===== config.mk =====
export PLATFORM = sky130hd
export DESIGN_NAME = cbe_exec
export DESIGN_NICKNAME = d
export VERILOG_FILES = /design/src/core/cbe_pkg.sv /design/src/core/cbe_exec.sv
export VERILOG_INCLUDE_DIRS = /design/src /design/src/core
export SDC_FILE = /design/constraint.sdc
export NUM_CORES = 2
export LEC_CHECK = 0
export BUFFER_PORTS_ARGS = -buffer_cell sky130_fd_sc_hd__buf_2
export CORE_ASPECT_RATIO = 0.7
export CORE_MARGIN = 2
export CORE_UTILIZATION = 27
export CTS_BUF_LIST = sky130_fd_sc_hd__clkbuf_8 sky130_fd_sc_hd__clkbuf_16
export CTS_CLUSTER_DIAMETER = 150
export CTS_CLUSTER_SIZE = 8
export DETAILED_ROUTE_END_ITERATION = 10
export PLACE_DENSITY = 0.5
export SLEW_MARGIN = 0
export SYNTH_ARGS = -nofsm -noshare
export SYNTH_HDL_FRONTEND = slang
export SYNTH_SLANG_ARGS = --single-unit

===== constraint.sdc =====
create_clock -name ref_clk_in -period 3 [get_ports ref_clk_in]
set_input_delay 0.45 -clock ref_clk_in [delete_from_list [all_inputs] [get_ports ref_clk_in]]
set_output_delay 0.45 -clock ref_clk_in [all_outputs]
set_load 0.05 [all_outputs]

===== src/core/cbe_regs.svh =====
// register offsets, command field positions and reset values of the branch and
// load/store execution block; included by the package user, definitions only
`ifndef CBE_REGS_SVH
`define CBE_REGS_SVH

// apb byte offsets
`define CBE_CMD_OFS        12'h000
`define CBE_OPERAND_OFS    12'h004
`define CBE_STATUS_OFS     12'h008
`define CBE_FLAGS_OFS      12'h00C
`define CBE_PC_OFS         12'h010
`define CBE_RF_BASE_OFS    12'h080
`define CBE_RF_LAST_OFS    12'h0FC

// command word fields
`define CBE_CMD_OP_LSB     0
`define CBE_CMD_OP_MSB     3
`define CBE_CMD_D_LSB      4
`define CBE_CMD_D_MSB      8
`define CBE_CMD_R_LSB      9
`define CBE_CMD_R_MSB      13
`define CBE_CMD_PTR_LSB    14
`define CBE_CMD_PTR_MSB    15
`define CBE_CMD_MODE_LSB   16
`define CBE_CMD_MODE_MSB   17
`define CBE_CMD_SEL_LSB    18
`define CBE_CMD_SEL_MSB    20
`define CBE_CMD_POL_BIT    21

// status word fields
`define CBE_STAT_BUSY_BIT  0
`define CBE_STAT_TAKEN_BIT 1

// status flag positions
`define CBE_FLAG_C         0
`define CBE_FLAG_Z         1
`define CBE_FLAG_N         2
`define CBE_FLAG_V         3
`define CBE_FLAG_S         4
`define CBE_FLAG_H         5
`define CBE_FLAG_T         6
`define CBE_FLAG_I         7

// pointer pairs: low byte in the lower register
`define CBE_PTR_X_LOW      5'h1A
`define CBE_PTR_Y_LOW      5'h1C
`define CBE_PTR_Z_LOW      5'h1E

// reset values
`define CBE_PC_RST         16'h0000
`define CBE_FLAGS_RST      8'h00
`define CBE_OPERAND_RST    16'h0000

`endif


===== src/core/cbe_pkg.sv =====
// types of the branch and load/store execution block
// assumes nothing beyond a SystemVerilog compiler
package cbe_pkg;

    typedef enum logic [3:0] {
        CBE_OP_BRANCH       = 4'h0,
        CBE_OP_COPY         = 4'h1,
        CBE_OP_COPY_PAIR    = 4'h2,
        CBE_OP_LOAD_IMM     = 4'h3,
        CBE_OP_LOAD_DIRECT  = 4'h4,
        CBE_OP_LOAD_IND     = 4'h5,
        CBE_OP_STORE_DIRECT = 4'h6,
        CBE_OP_STORE_IND    = 4'h7
    } cbe_op_type;

    typedef enum logic [1:0] {
        CBE_MODE_PLAIN    = 2'h0,
        CBE_MODE_POST_INC = 2'h1,
        CBE_MODE_PRE_DEC  = 2'h2,
        CBE_MODE_DISP     = 2'h3
    } cbe_mode_type;

    // gray path idle -> first -> last
    typedef enum logic [1:0] {
        CBE_ST_IDLE  = 2'h0,
        CBE_ST_FIRST = 2'h1,
        CBE_ST_LAST  = 2'h3
    } cbe_state_type;

    typedef struct packed {
        cbe_state_type      state;
        logic [31:0][7:0]   regs;
        logic [7:0]         flags;
        logic [15:0]        pc;
        cbe_op_type         op;
        logic [4:0]         dst;
        logic [4:0]         src;
        logic [1:0]         ptr;
        cbe_mode_type       mode;
        logic [2:0]         sel;
        logic               pol;
        logic [15:0]        operand;
        logic               taken;
        logic [15:0]        addr;
        logic [7:0]         wdata;
        logic               wr;
        logic               rd;
        logic               pready;
        logic               pslverr;
        logic [31:0]        prdata;
    } cbe_state_reg_type;

endpackage


===== src/core/cbe_exec.sv =====
// branch, register copy and data-space load/store execution unit with its
// register file, status flags and program counter, commanded over apb.
// assumes a data memory that answers reads combinationally from the address
// outputs and takes writes at the clock edge while the write strobe is high.
//
// Local design decisions: the APB register port and the address map.
`timescale 1ns/1ps
`include "cbe_regs.svh"

module cbe_exec #(
    parameter int DISP_W = 6
) (
    // clock and reset
    input  wire logic        ref_clk_in,
    input  wire logic        rst_in,
    // apb slave
    input  wire logic        psel_in,
    input  wire logic        penable_in,
    input  wire logic        pwrite_in,
    input  wire logic [11:0] paddr_in,
    input  wire logic [31:0] pwdata_in,
    output logic             pready_out,
    output logic             pslverr_out,
    output logic [31:0]      prdata_out,
    // data memory
    input  wire logic [7:0]  dmem_rdata_in,
    output logic [15:0]      dmem_addr_out,
    output logic [7:0]       dmem_wdata_out,
    output logic             dmem_wr_out,
    output logic             dmem_rd_out,
    // core state
    output logic             busy_out,
    output logic [15:0]      pc_out
);

    initial begin
        if (DISP_W < 1 || DISP_W > 16) begin
            $error("cbe_exec: DISP_W must lie in 1..16");
        end
    end

    cbe_pkg::cbe_state_reg_type s_reg;
    cbe_pkg::cbe_state_reg_type s_next;
    logic                       busy_next;

    // pointer pair base register for a pointer select
    function automatic logic [4:0] ptr_base(input logic [1:0] sel);
        logic [4:0] b;
        b = `CBE_PTR_X_LOW;
        if (sel == 2'h1) begin
            b = `CBE_PTR_Y_LOW;
        end else if (sel == 2'h2) begin
            b = `CBE_PTR_Z_LOW;
        end
        return b;
    endfunction

    // branch condition from flags, with S formed as N xor V
    function automatic logic branch_taken(input logic [7:0] f, input logic [2:0] sel,
                                          input logic pol);
        logic v;
        v = f[sel];
        if (sel == 3'(`CBE_FLAG_S)) begin
            v = f[`CBE_FLAG_N] ^ f[`CBE_FLAG_V];
        end
        return v == pol;
    endfunction

    always_comb begin
        logic [11:0]             a;
        logic                    err;
        logic [31:0]             rdat;
        logic                    acc_wr;
        cbe_pkg::cbe_op_type     c_op;
        cbe_pkg::cbe_mode_type   c_mode;
        logic [1:0]              c_ptr;
        logic [4:0]              c_dst;
        logic [4:0]              c_src;
        logic [4:0]              base;
        logic [15:0]             pv;
        logic [15:0]             np;
        logic                    two;
        logic                    tk;
        logic                    illegal;
        a       = paddr_in;
        err     = 1'b0;
        rdat    = 32'h0000_0000;
        acc_wr  = 1'b0;
        c_op    = cbe_pkg::cbe_op_type'(pwdata_in[`CBE_CMD_OP_MSB:`CBE_CMD_OP_LSB]);
        c_mode  = cbe_pkg::cbe_mode_type'(pwdata_in[`CBE_CMD_MODE_MSB:`CBE_CMD_MODE_LSB]);
        c_ptr   = pwdata_in[`CBE_CMD_PTR_MSB:`CBE_CMD_PTR_LSB];
        c_dst   = pwdata_in[`CBE_CMD_D_MSB:`CBE_CMD_D_LSB];
        c_src   = pwdata_in[`CBE_CMD_R_MSB:`CBE_CMD_R_LSB];
        base    = 5'h00;
        pv      = 16'h0000;
        np      = 16'h0000;
        two     = 1'b0;
        tk      = 1'b0;
        illegal = 1'b0;
        s_next  = s_reg;
        s_next.pready = 1'b0;
        s_next.wr     = 1'b0;
        s_next.rd     = 1'b0;

        // command legality: unknown op, pointer 3, displacement on X, odd pair
        illegal = (pwdata_in[`CBE_CMD_OP_MSB] != 1'b0);
        if ((c_op == cbe_pkg::CBE_OP_LOAD_IND || c_op == cbe_pkg::CBE_OP_STORE_IND)
            && (c_ptr == 2'h3 || (c_mode == cbe_pkg::CBE_MODE_DISP && c_ptr == 2'h0))) begin
            illegal = 1'b1;
        end
        if (c_op == cbe_pkg::CBE_OP_COPY_PAIR && (c_dst[0] || c_src[0])) begin
            illegal = 1'b1;
        end

        // setup phase: decode, answer in the following access cycle
        if (psel_in && !penable_in) begin
            s_next.pready = 1'b1;
            if (a == `CBE_CMD_OFS) begin
                err = !pwrite_in || s_reg.state != cbe_pkg::CBE_ST_IDLE || illegal;
            end else if (a == `CBE_OPERAND_OFS) begin
                err  = pwrite_in && s_reg.state != cbe_pkg::CBE_ST_IDLE;
                rdat = {16'h0000, s_reg.operand};
            end else if (a == `CBE_STATUS_OFS) begin
                err  = pwrite_in;
                rdat[`CBE_STAT_BUSY_BIT]  = s_reg.state != cbe_pkg::CBE_ST_IDLE;
                rdat[`CBE_STAT_TAKEN_BIT] = s_reg.taken;
            end else if (a == `CBE_FLAGS_OFS) begin
                err  = pwrite_in && s_reg.state != cbe_pkg::CBE_ST_IDLE;
                rdat = {24'h00_0000, s_reg.flags};
            end else if (a == `CBE_PC_OFS) begin
                err  = pwrite_in && s_reg.state != cbe_pkg::CBE_ST_IDLE;
                rdat = {16'h0000, s_reg.pc};
            end else if (a >= `CBE_RF_BASE_OFS && a <= `CBE_RF_LAST_OFS && a[1:0] == 2'h0) begin
                err  = pwrite_in && s_reg.state != cbe_pkg::CBE_ST_IDLE;
                rdat = {24'h00_0000, s_reg.regs[a[6:2]]};
            end else begin
                err = 1'b1;
            end
            s_next.pslverr = err;
            s_next.prdata  = pwrite_in ? 32'h0000_0000 : (err ? 32'h0000_0000 : rdat);
        end

        // access edge: writes take effect only here, and only if not refused
        acc_wr = psel_in && penable_in && s_reg.pready && pwrite_in && !s_reg.pslverr;

        if (acc_wr) begin
            if (a == `CBE_OPERAND_OFS) begin
                s_next.operand = pwdata_in[15:0];
            end else if (a == `CBE_FLAGS_OFS) begin
                s_next.flags = pwdata_in[7:0];
            end else if (a == `CBE_PC_OFS) begin
                s_next.pc = pwdata_in[15:0];
            end else if (a >= `CBE_RF_BASE_OFS && a <= `CBE_RF_LAST_OFS) begin
                s_next.regs[a[6:2]] = pwdata_in[7:0];
            end else if (a == `CBE_CMD_OFS) begin
                s_next.op   = c_op;
                s_next.dst  = c_dst;
                s_next.src  = c_src;
                s_next.ptr  = c_ptr;
                s_next.mode = c_mode;
                s_next.sel  = pwdata_in[`CBE_CMD_SEL_MSB:`CBE_CMD_SEL_LSB];
                s_next.pol  = pwdata_in[`CBE_CMD_POL_BIT];
                tk = branch_taken(s_reg.flags, pwdata_in[`CBE_CMD_SEL_MSB:`CBE_CMD_SEL_LSB],
                                  pwdata_in[`CBE_CMD_POL_BIT]);
                s_next.taken = (c_op == cbe_pkg::CBE_OP_BRANCH) && tk;
                // taken branch, direct, pre-decrement and displaced take two cycles
                two = ((c_op == cbe_pkg::CBE_OP_BRANCH) && tk)
                      || c_op == cbe_pkg::CBE_OP_LOAD_DIRECT
                      || c_op == cbe_pkg::CBE_OP_STORE_DIRECT
                      || ((c_op == cbe_pkg::CBE_OP_LOAD_IND
                           || c_op == cbe_pkg::CBE_OP_STORE_IND)
                          && (c_mode == cbe_pkg::CBE_MODE_PRE_DEC
                              || c_mode == cbe_pkg::CBE_MODE_DISP));
                if (two) begin
                    s_next.state = cbe_pkg::CBE_ST_FIRST;
                end else begin
                    s_next.state = cbe_pkg::CBE_ST_LAST;
                    // one-cycle indirect access uses the pointer as it stands
                    base = ptr_base(c_ptr);
                    s_next.addr  = {s_reg.regs[base + 5'h01], s_reg.regs[base]};
                    s_next.wdata = s_reg.regs[c_src];
                    s_next.rd    = c_op == cbe_pkg::CBE_OP_LOAD_IND;
                    s_next.wr    = c_op == cbe_pkg::CBE_OP_STORE_IND;
                end
            end
        end

        // execution
        base = ptr_base(s_reg.ptr);
        pv   = {s_reg.regs[base + 5'h01], s_reg.regs[base]};
        unique case (s_reg.state)
            cbe_pkg::CBE_ST_IDLE: begin
            end
            cbe_pkg::CBE_ST_FIRST: begin
                s_next.state = cbe_pkg::CBE_ST_LAST;
                s_next.wdata = s_reg.regs[s_reg.src];
                if (s_reg.op == cbe_pkg::CBE_OP_LOAD_DIRECT
                    || s_reg.op == cbe_pkg::CBE_OP_STORE_DIRECT) begin
                    s_next.addr = s_reg.operand;
                end else if (s_reg.mode == cbe_pkg::CBE_MODE_PRE_DEC) begin
                    np = pv - 16'h0001;
                    s_next.regs[base]         = np[7:0];
                    s_next.regs[base + 5'h01] = np[15:8];
                    s_next.addr = np;
                end else begin
                    // unsigned displacement, pointer left as it is
                    np = 16'h0000;
                    np[DISP_W-1:0] = s_reg.operand[DISP_W-1:0];
                    s_next.addr = pv + np;
                end
                s_next.rd = s_reg.op == cbe_pkg::CBE_OP_LOAD_DIRECT
                            || s_reg.op == cbe_pkg::CBE_OP_LOAD_IND;
                s_next.wr = s_reg.op == cbe_pkg::CBE_OP_STORE_DIRECT
                            || s_reg.op == cbe_pkg::CBE_OP_STORE_IND;
            end
            cbe_pkg::CBE_ST_LAST: begin
                s_next.state = cbe_pkg::CBE_ST_IDLE;
                s_next.pc    = s_reg.pc + 16'h0001;
                unique case (s_reg.op)
                    cbe_pkg::CBE_OP_BRANCH: begin
                        if (s_reg.taken) begin
                            s_next.pc = s_reg.pc + s_reg.operand + 16'h0001;
                        end
                    end
                    cbe_pkg::CBE_OP_COPY: begin
                        s_next.regs[s_reg.dst] = s_reg.regs[s_reg.src];
                    end
                    cbe_pkg::CBE_OP_COPY_PAIR: begin
                        s_next.regs[{s_reg.dst[4:1], 1'b0}] = s_reg.regs[{s_reg.src[4:1], 1'b0}];
                        s_next.regs[{s_reg.dst[4:1], 1'b1}] =
                            s_reg.regs[{s_reg.src[4:1], 1'b1}];
                    end
                    cbe_pkg::CBE_OP_LOAD_IMM: begin
                        s_next.regs[s_reg.dst] = s_reg.operand[7:0];
                    end
                    cbe_pkg::CBE_OP_LOAD_DIRECT: begin
                        s_next.regs[s_reg.dst] = dmem_rdata_in;
                        s_next.pc = s_reg.pc + 16'h0002;
                    end
                    cbe_pkg::CBE_OP_STORE_DIRECT: begin
                        s_next.pc = s_reg.pc + 16'h0002;
                    end
                    cbe_pkg::CBE_OP_LOAD_IND: begin
                        s_next.regs[s_reg.dst] = dmem_rdata_in;
                    end
                    cbe_pkg::CBE_OP_STORE_IND: begin
                    end
                    default: begin
                    end
                endcase
                // post-increment after the access; pointer write wins over a load into it
                if ((s_reg.op == cbe_pkg::CBE_OP_LOAD_IND || s_reg.op == cbe_pkg::CBE_OP_STORE_IND)
                    && s_reg.mode == cbe_pkg::CBE_MODE_POST_INC) begin
                    np = pv + 16'h0001;
                    s_next.regs[base]         = np[7:0];
                    s_next.regs[base + 5'h01] = np[15:8];
                end
            end
            default: begin
                s_next.state = cbe_pkg::CBE_ST_IDLE;
            end
        endcase
        // no operation here writes the status flags
        busy_next = s_next.state != cbe_pkg::CBE_ST_IDLE;
    end

    always_ff @(posedge ref_clk_in) begin
        if (rst_in) begin
            s_reg         <= '0;
            s_reg.state   <= cbe_pkg::CBE_ST_IDLE;
            s_reg.flags   <= `CBE_FLAGS_RST;
            s_reg.pc      <= `CBE_PC_RST;
            s_reg.operand <= `CBE_OPERAND_RST;
            busy_out      <= 1'b0;
        end else begin
            s_reg    <= s_next;
            busy_out <= busy_next;
        end
    end

    assign pready_out     = s_reg.pready;
    assign pslverr_out    = s_reg.pslverr;
    assign prdata_out     = s_reg.prdata;
    assign dmem_addr_out  = s_reg.addr;
    assign dmem_wdata_out = s_reg.wdata;
    assign dmem_wr_out    = s_reg.wr;
    assign dmem_rd_out    = s_reg.rd;
    assign pc_out         = s_reg.pc;

endmodule


==> impl_metrics.toml <==
[timing]
fin_ws_ps = -294
rsz0062_at_grt = "yes"
timing.fmax_mhz = 304
fin_crit_ps = 3290
post-route-period-util = 1.10
finalSetupViolCount = 75
fin_hold_ws_ps = 46.8
finClkSkew_ps = 54.6
relSlewSlack = 0.151
slew_viol_final = 0
worst_slew_pin_slew_ps = 1270
hold_violations = 0

[yosys]
synth_top_area_share = 0.186
synth_top_area_cell = "dfxtp_1"
synthCells = 5022
yosys_warnings = 0
syn_area_mm2 = 0.0391
synthDistinctLibCells = 98
ys_ff_latch = 362
postSynth.asyncResetShare = 0
synth_area_per_cell_um2 = 7.78
seq_area_frac_synth = 0.186
synth_area_leaders = "dfxtp_1 19%, mux4_2 14%, o21ai_0 11%"
synth_ff_type = "dfxtp_1"
synth_edf_count = 0

[die]
chipHeight_um = 322
coreArea_mm2 = 0.143
start_util = 0.273
rows = 116
die-area_mm2 = 0.148
chipWidth_um = 459
ioPinCount = 134

[job]
drv_cap = 0

[setup_path]
crit_path_start_kind = "register"
end_kind = "register"
critPathArrivalTime_ps = 3830
slowest_stage = "mux4_2"
regToRegEndpoint = "dmem_addr_out[14]"
cp-startpoint = "s_reg[84]"
cp_max_fo = 7
r2r_cells = 14
crit_required_ps = 3540
r2r-start = "s_reg[84]"
critical-path-max-stage-delay_ps = 550
criticalPathCategory = "reg2reg"
ff2ff_setup_slack_ps = -290
crit_chain = "inv_2, ha_4, buf_6, mux4_2, buf_4, ha_4, a21oi_2, o21ai_2, nand2_1, nor4_2, a31oi_1, xor2_1, buf_4, o221ai_1"

[power]
cellLeakagePower_nw = 21.5
p_comb_frac = 0.109
pwr-share-seq = 0.399
peakVddDrop_uv = 531
p_sw_mw = 3.92
switching_share = 0.323
total_power_mw = 12.1
p_int_mw = 8.19
pwr_density_cell_mw_per_mm2 = 224
p_clk_frac = 0.492

[place]
port_buffers = 107
dp_slack_ps = -761
finalWeightedCongestion = 1.11
post_dp_cell_area_mm2 = 0.0501
dp_hpwl_um = 260000

[routing]
drc = 0
viasPerCell = 6.85
route.vias.total = 53423
drtPass1Iterations = 9
wl_um = 339000
ant_nets = 0
avgRoutedWirePerCell_um = 43.5
drt_iter0_drc = 10310

[min_path]
hold_start = "pwdata_in[17]"
hold_class = "in2reg"
min_path_cells = 3
min_to = "s_reg[82]"

[cells_and_area]
final_nets = 5958
fin_area_mm2 = 0.0540
largest_reg_flops = 301
layout-drive-gt1-share = 0.346
n_fill_cell = 14740
areaGrowthSynthToFinish_pct = 38.2

[clocking]
clock_latency_ps = 730
clk_path_buf_depth = 3
cts.sinks = 362
cts.reportedPaths.clkPinSlew_ps = 60
h-tree-depth = 2
cts_tree = "yes"
clockRootBuffer = "clkbuf_16"
cts_buffers = 51

[run_status]
status = "finished, violations left"
violations = "negative setup slack"

[global_routing]
antenna_found_initial = 46
grt_max_degree = 83
first_global_vias = 46602
grt_pass1_wl_um = 441000
track_usage = 0.439
grt_remaining_overflow = 0
==> layout by cell type, fill, tap and decap left out, drive strengths merged, types with 63 or more instances in the layout <==
master / instances
buf: 1367
o21ai: 864
nand2: 511
dfxtp: 362
nor2: 355
a21oi: 348
mux2i: 320
mux4: 247
o22a: 93
o22ai: 93
a211oi: 93
a22oi: 80
a31oi: 75
nor3: 64
nand3: 63
==> metal layers <==
layer  vias to the layer above  track usage  part of all wire
met5                         -       0.0154            0.0014
met4                        20        0.152             0.042
met3                       771        0.250              0.19
met2                      5158        0.538              0.35
met1                     26637        0.616              0.42
li1                      20837            -                 -
==> logic make-up after synthesis <==
family,after synthesis,share of synthesized area
fa+ha+maj,32,0.0106
xor+xnor,68,0.0152
mux,609,0.237
simple gates,1259,0.150
flops,362,0.186
other cells,1,0.0000960
compound gates,2047,0.323
buf+inv,644,0.0785
==> layout make-up <==
class,instances,area (um2),share of cell area
Antenna cell,40,100,0.00185
Sequential cell,362,7280,0.135
Tap cell,1888,2360,0.0438
Timing Repair Buffer,1373,12300,0.228
Clock buffer,51,1280,0.0236
Clock inverter,7,90.1,0.00167
Inverter,50,188,0.00348
Multi-Input combinational cell,4031,30400,0.563
==> critical path, delay by kind of cell (launching register included) <==
kind,cells,cell delay (ps)
mux,1,550
simple gates,2,390
compound gates,4,540
xor+xnor,1,190
buf+inv,4,620
flops,1,340
fa+ha+maj,2,490
==> power by group through the flow <==
stage / registers, mW / clock network [mW] / logic [mW]
3_5_place_dp: 4.94 / 0 / 1.22
6_report: 4.84 / 5.95 / 1.32
4_1_cts: 4.83 / 5.91 / 1.23
2_1_floorplan: 4.94 / 0 / 0.553
5_1_grt: 4.83 / 6.07 / 1.28
3_3_place_gp: 4.94 / 0 / 1.23
==> how the worst max path moves through the flow <==
stage                              endpoint  slack, ps  cells past startpoint
after floorplan           dmem_addr_out[14]         -9                     16
final                     dmem_addr_out[14]       -290                     14
after global routing      dmem_addr_out[14]       -350                     14
after CTS                 dmem_addr_out[12]       -220                     14
after detailed placement      prdata_out[5]       -760                     12
after global placement        prdata_out[6]       -770                     12
==> per-stage QoR <==
stage | setup TNS (ps) | instances | utilization
2_1_floorplan | -9.41 | 5037 | -
3_3_place_gp | -34670 | 7644 | 0.350
3_5_place_dp | -35860 | 7644 | 0.350
4_1_cts | -2660 | 7729 | 0.366
5_1_grt | -10900 | 7767 | 0.376
6_report | -5630 | 7802 | 0.377
==> timing repair <==
action	in CTS	in global routing
setup endpoints to repair	196	198
endpoints found under the hold margin	1	0
pin swaps	30	139
cloned	1	4
hold buffers	1	0
gates resized for setup	163	296
setup buffers	28	39
==> synth_stat cells (all sizes together), types with 10 or more instances <==
cell	number
o221ai	62
xnor2	46
nor3	64
nand3	63
a311oi	25
mux4	247
nand2b	52
o311a	16
a221oi	29
nor4	26
and2	60
a31oi	75
o31ai	34
o2bb2ai	11
o21ai	864
inv	49
and3	20
or3	15
o22a	93
o211ai	35
clkbuf	385
mux2	42
o21a	58
a211o	21
nand4	24
nor2	355
a21o	12
a32oi	23
o22ai	93
mux2i	320
buf	208
or2	10
ha	30
nand2	511
a211oi	93
xor2	22
a22o	12
a22oi	80
dfxtp	362
nor2b	24
a21oi	348
Power figures use the tool's default switching activity.
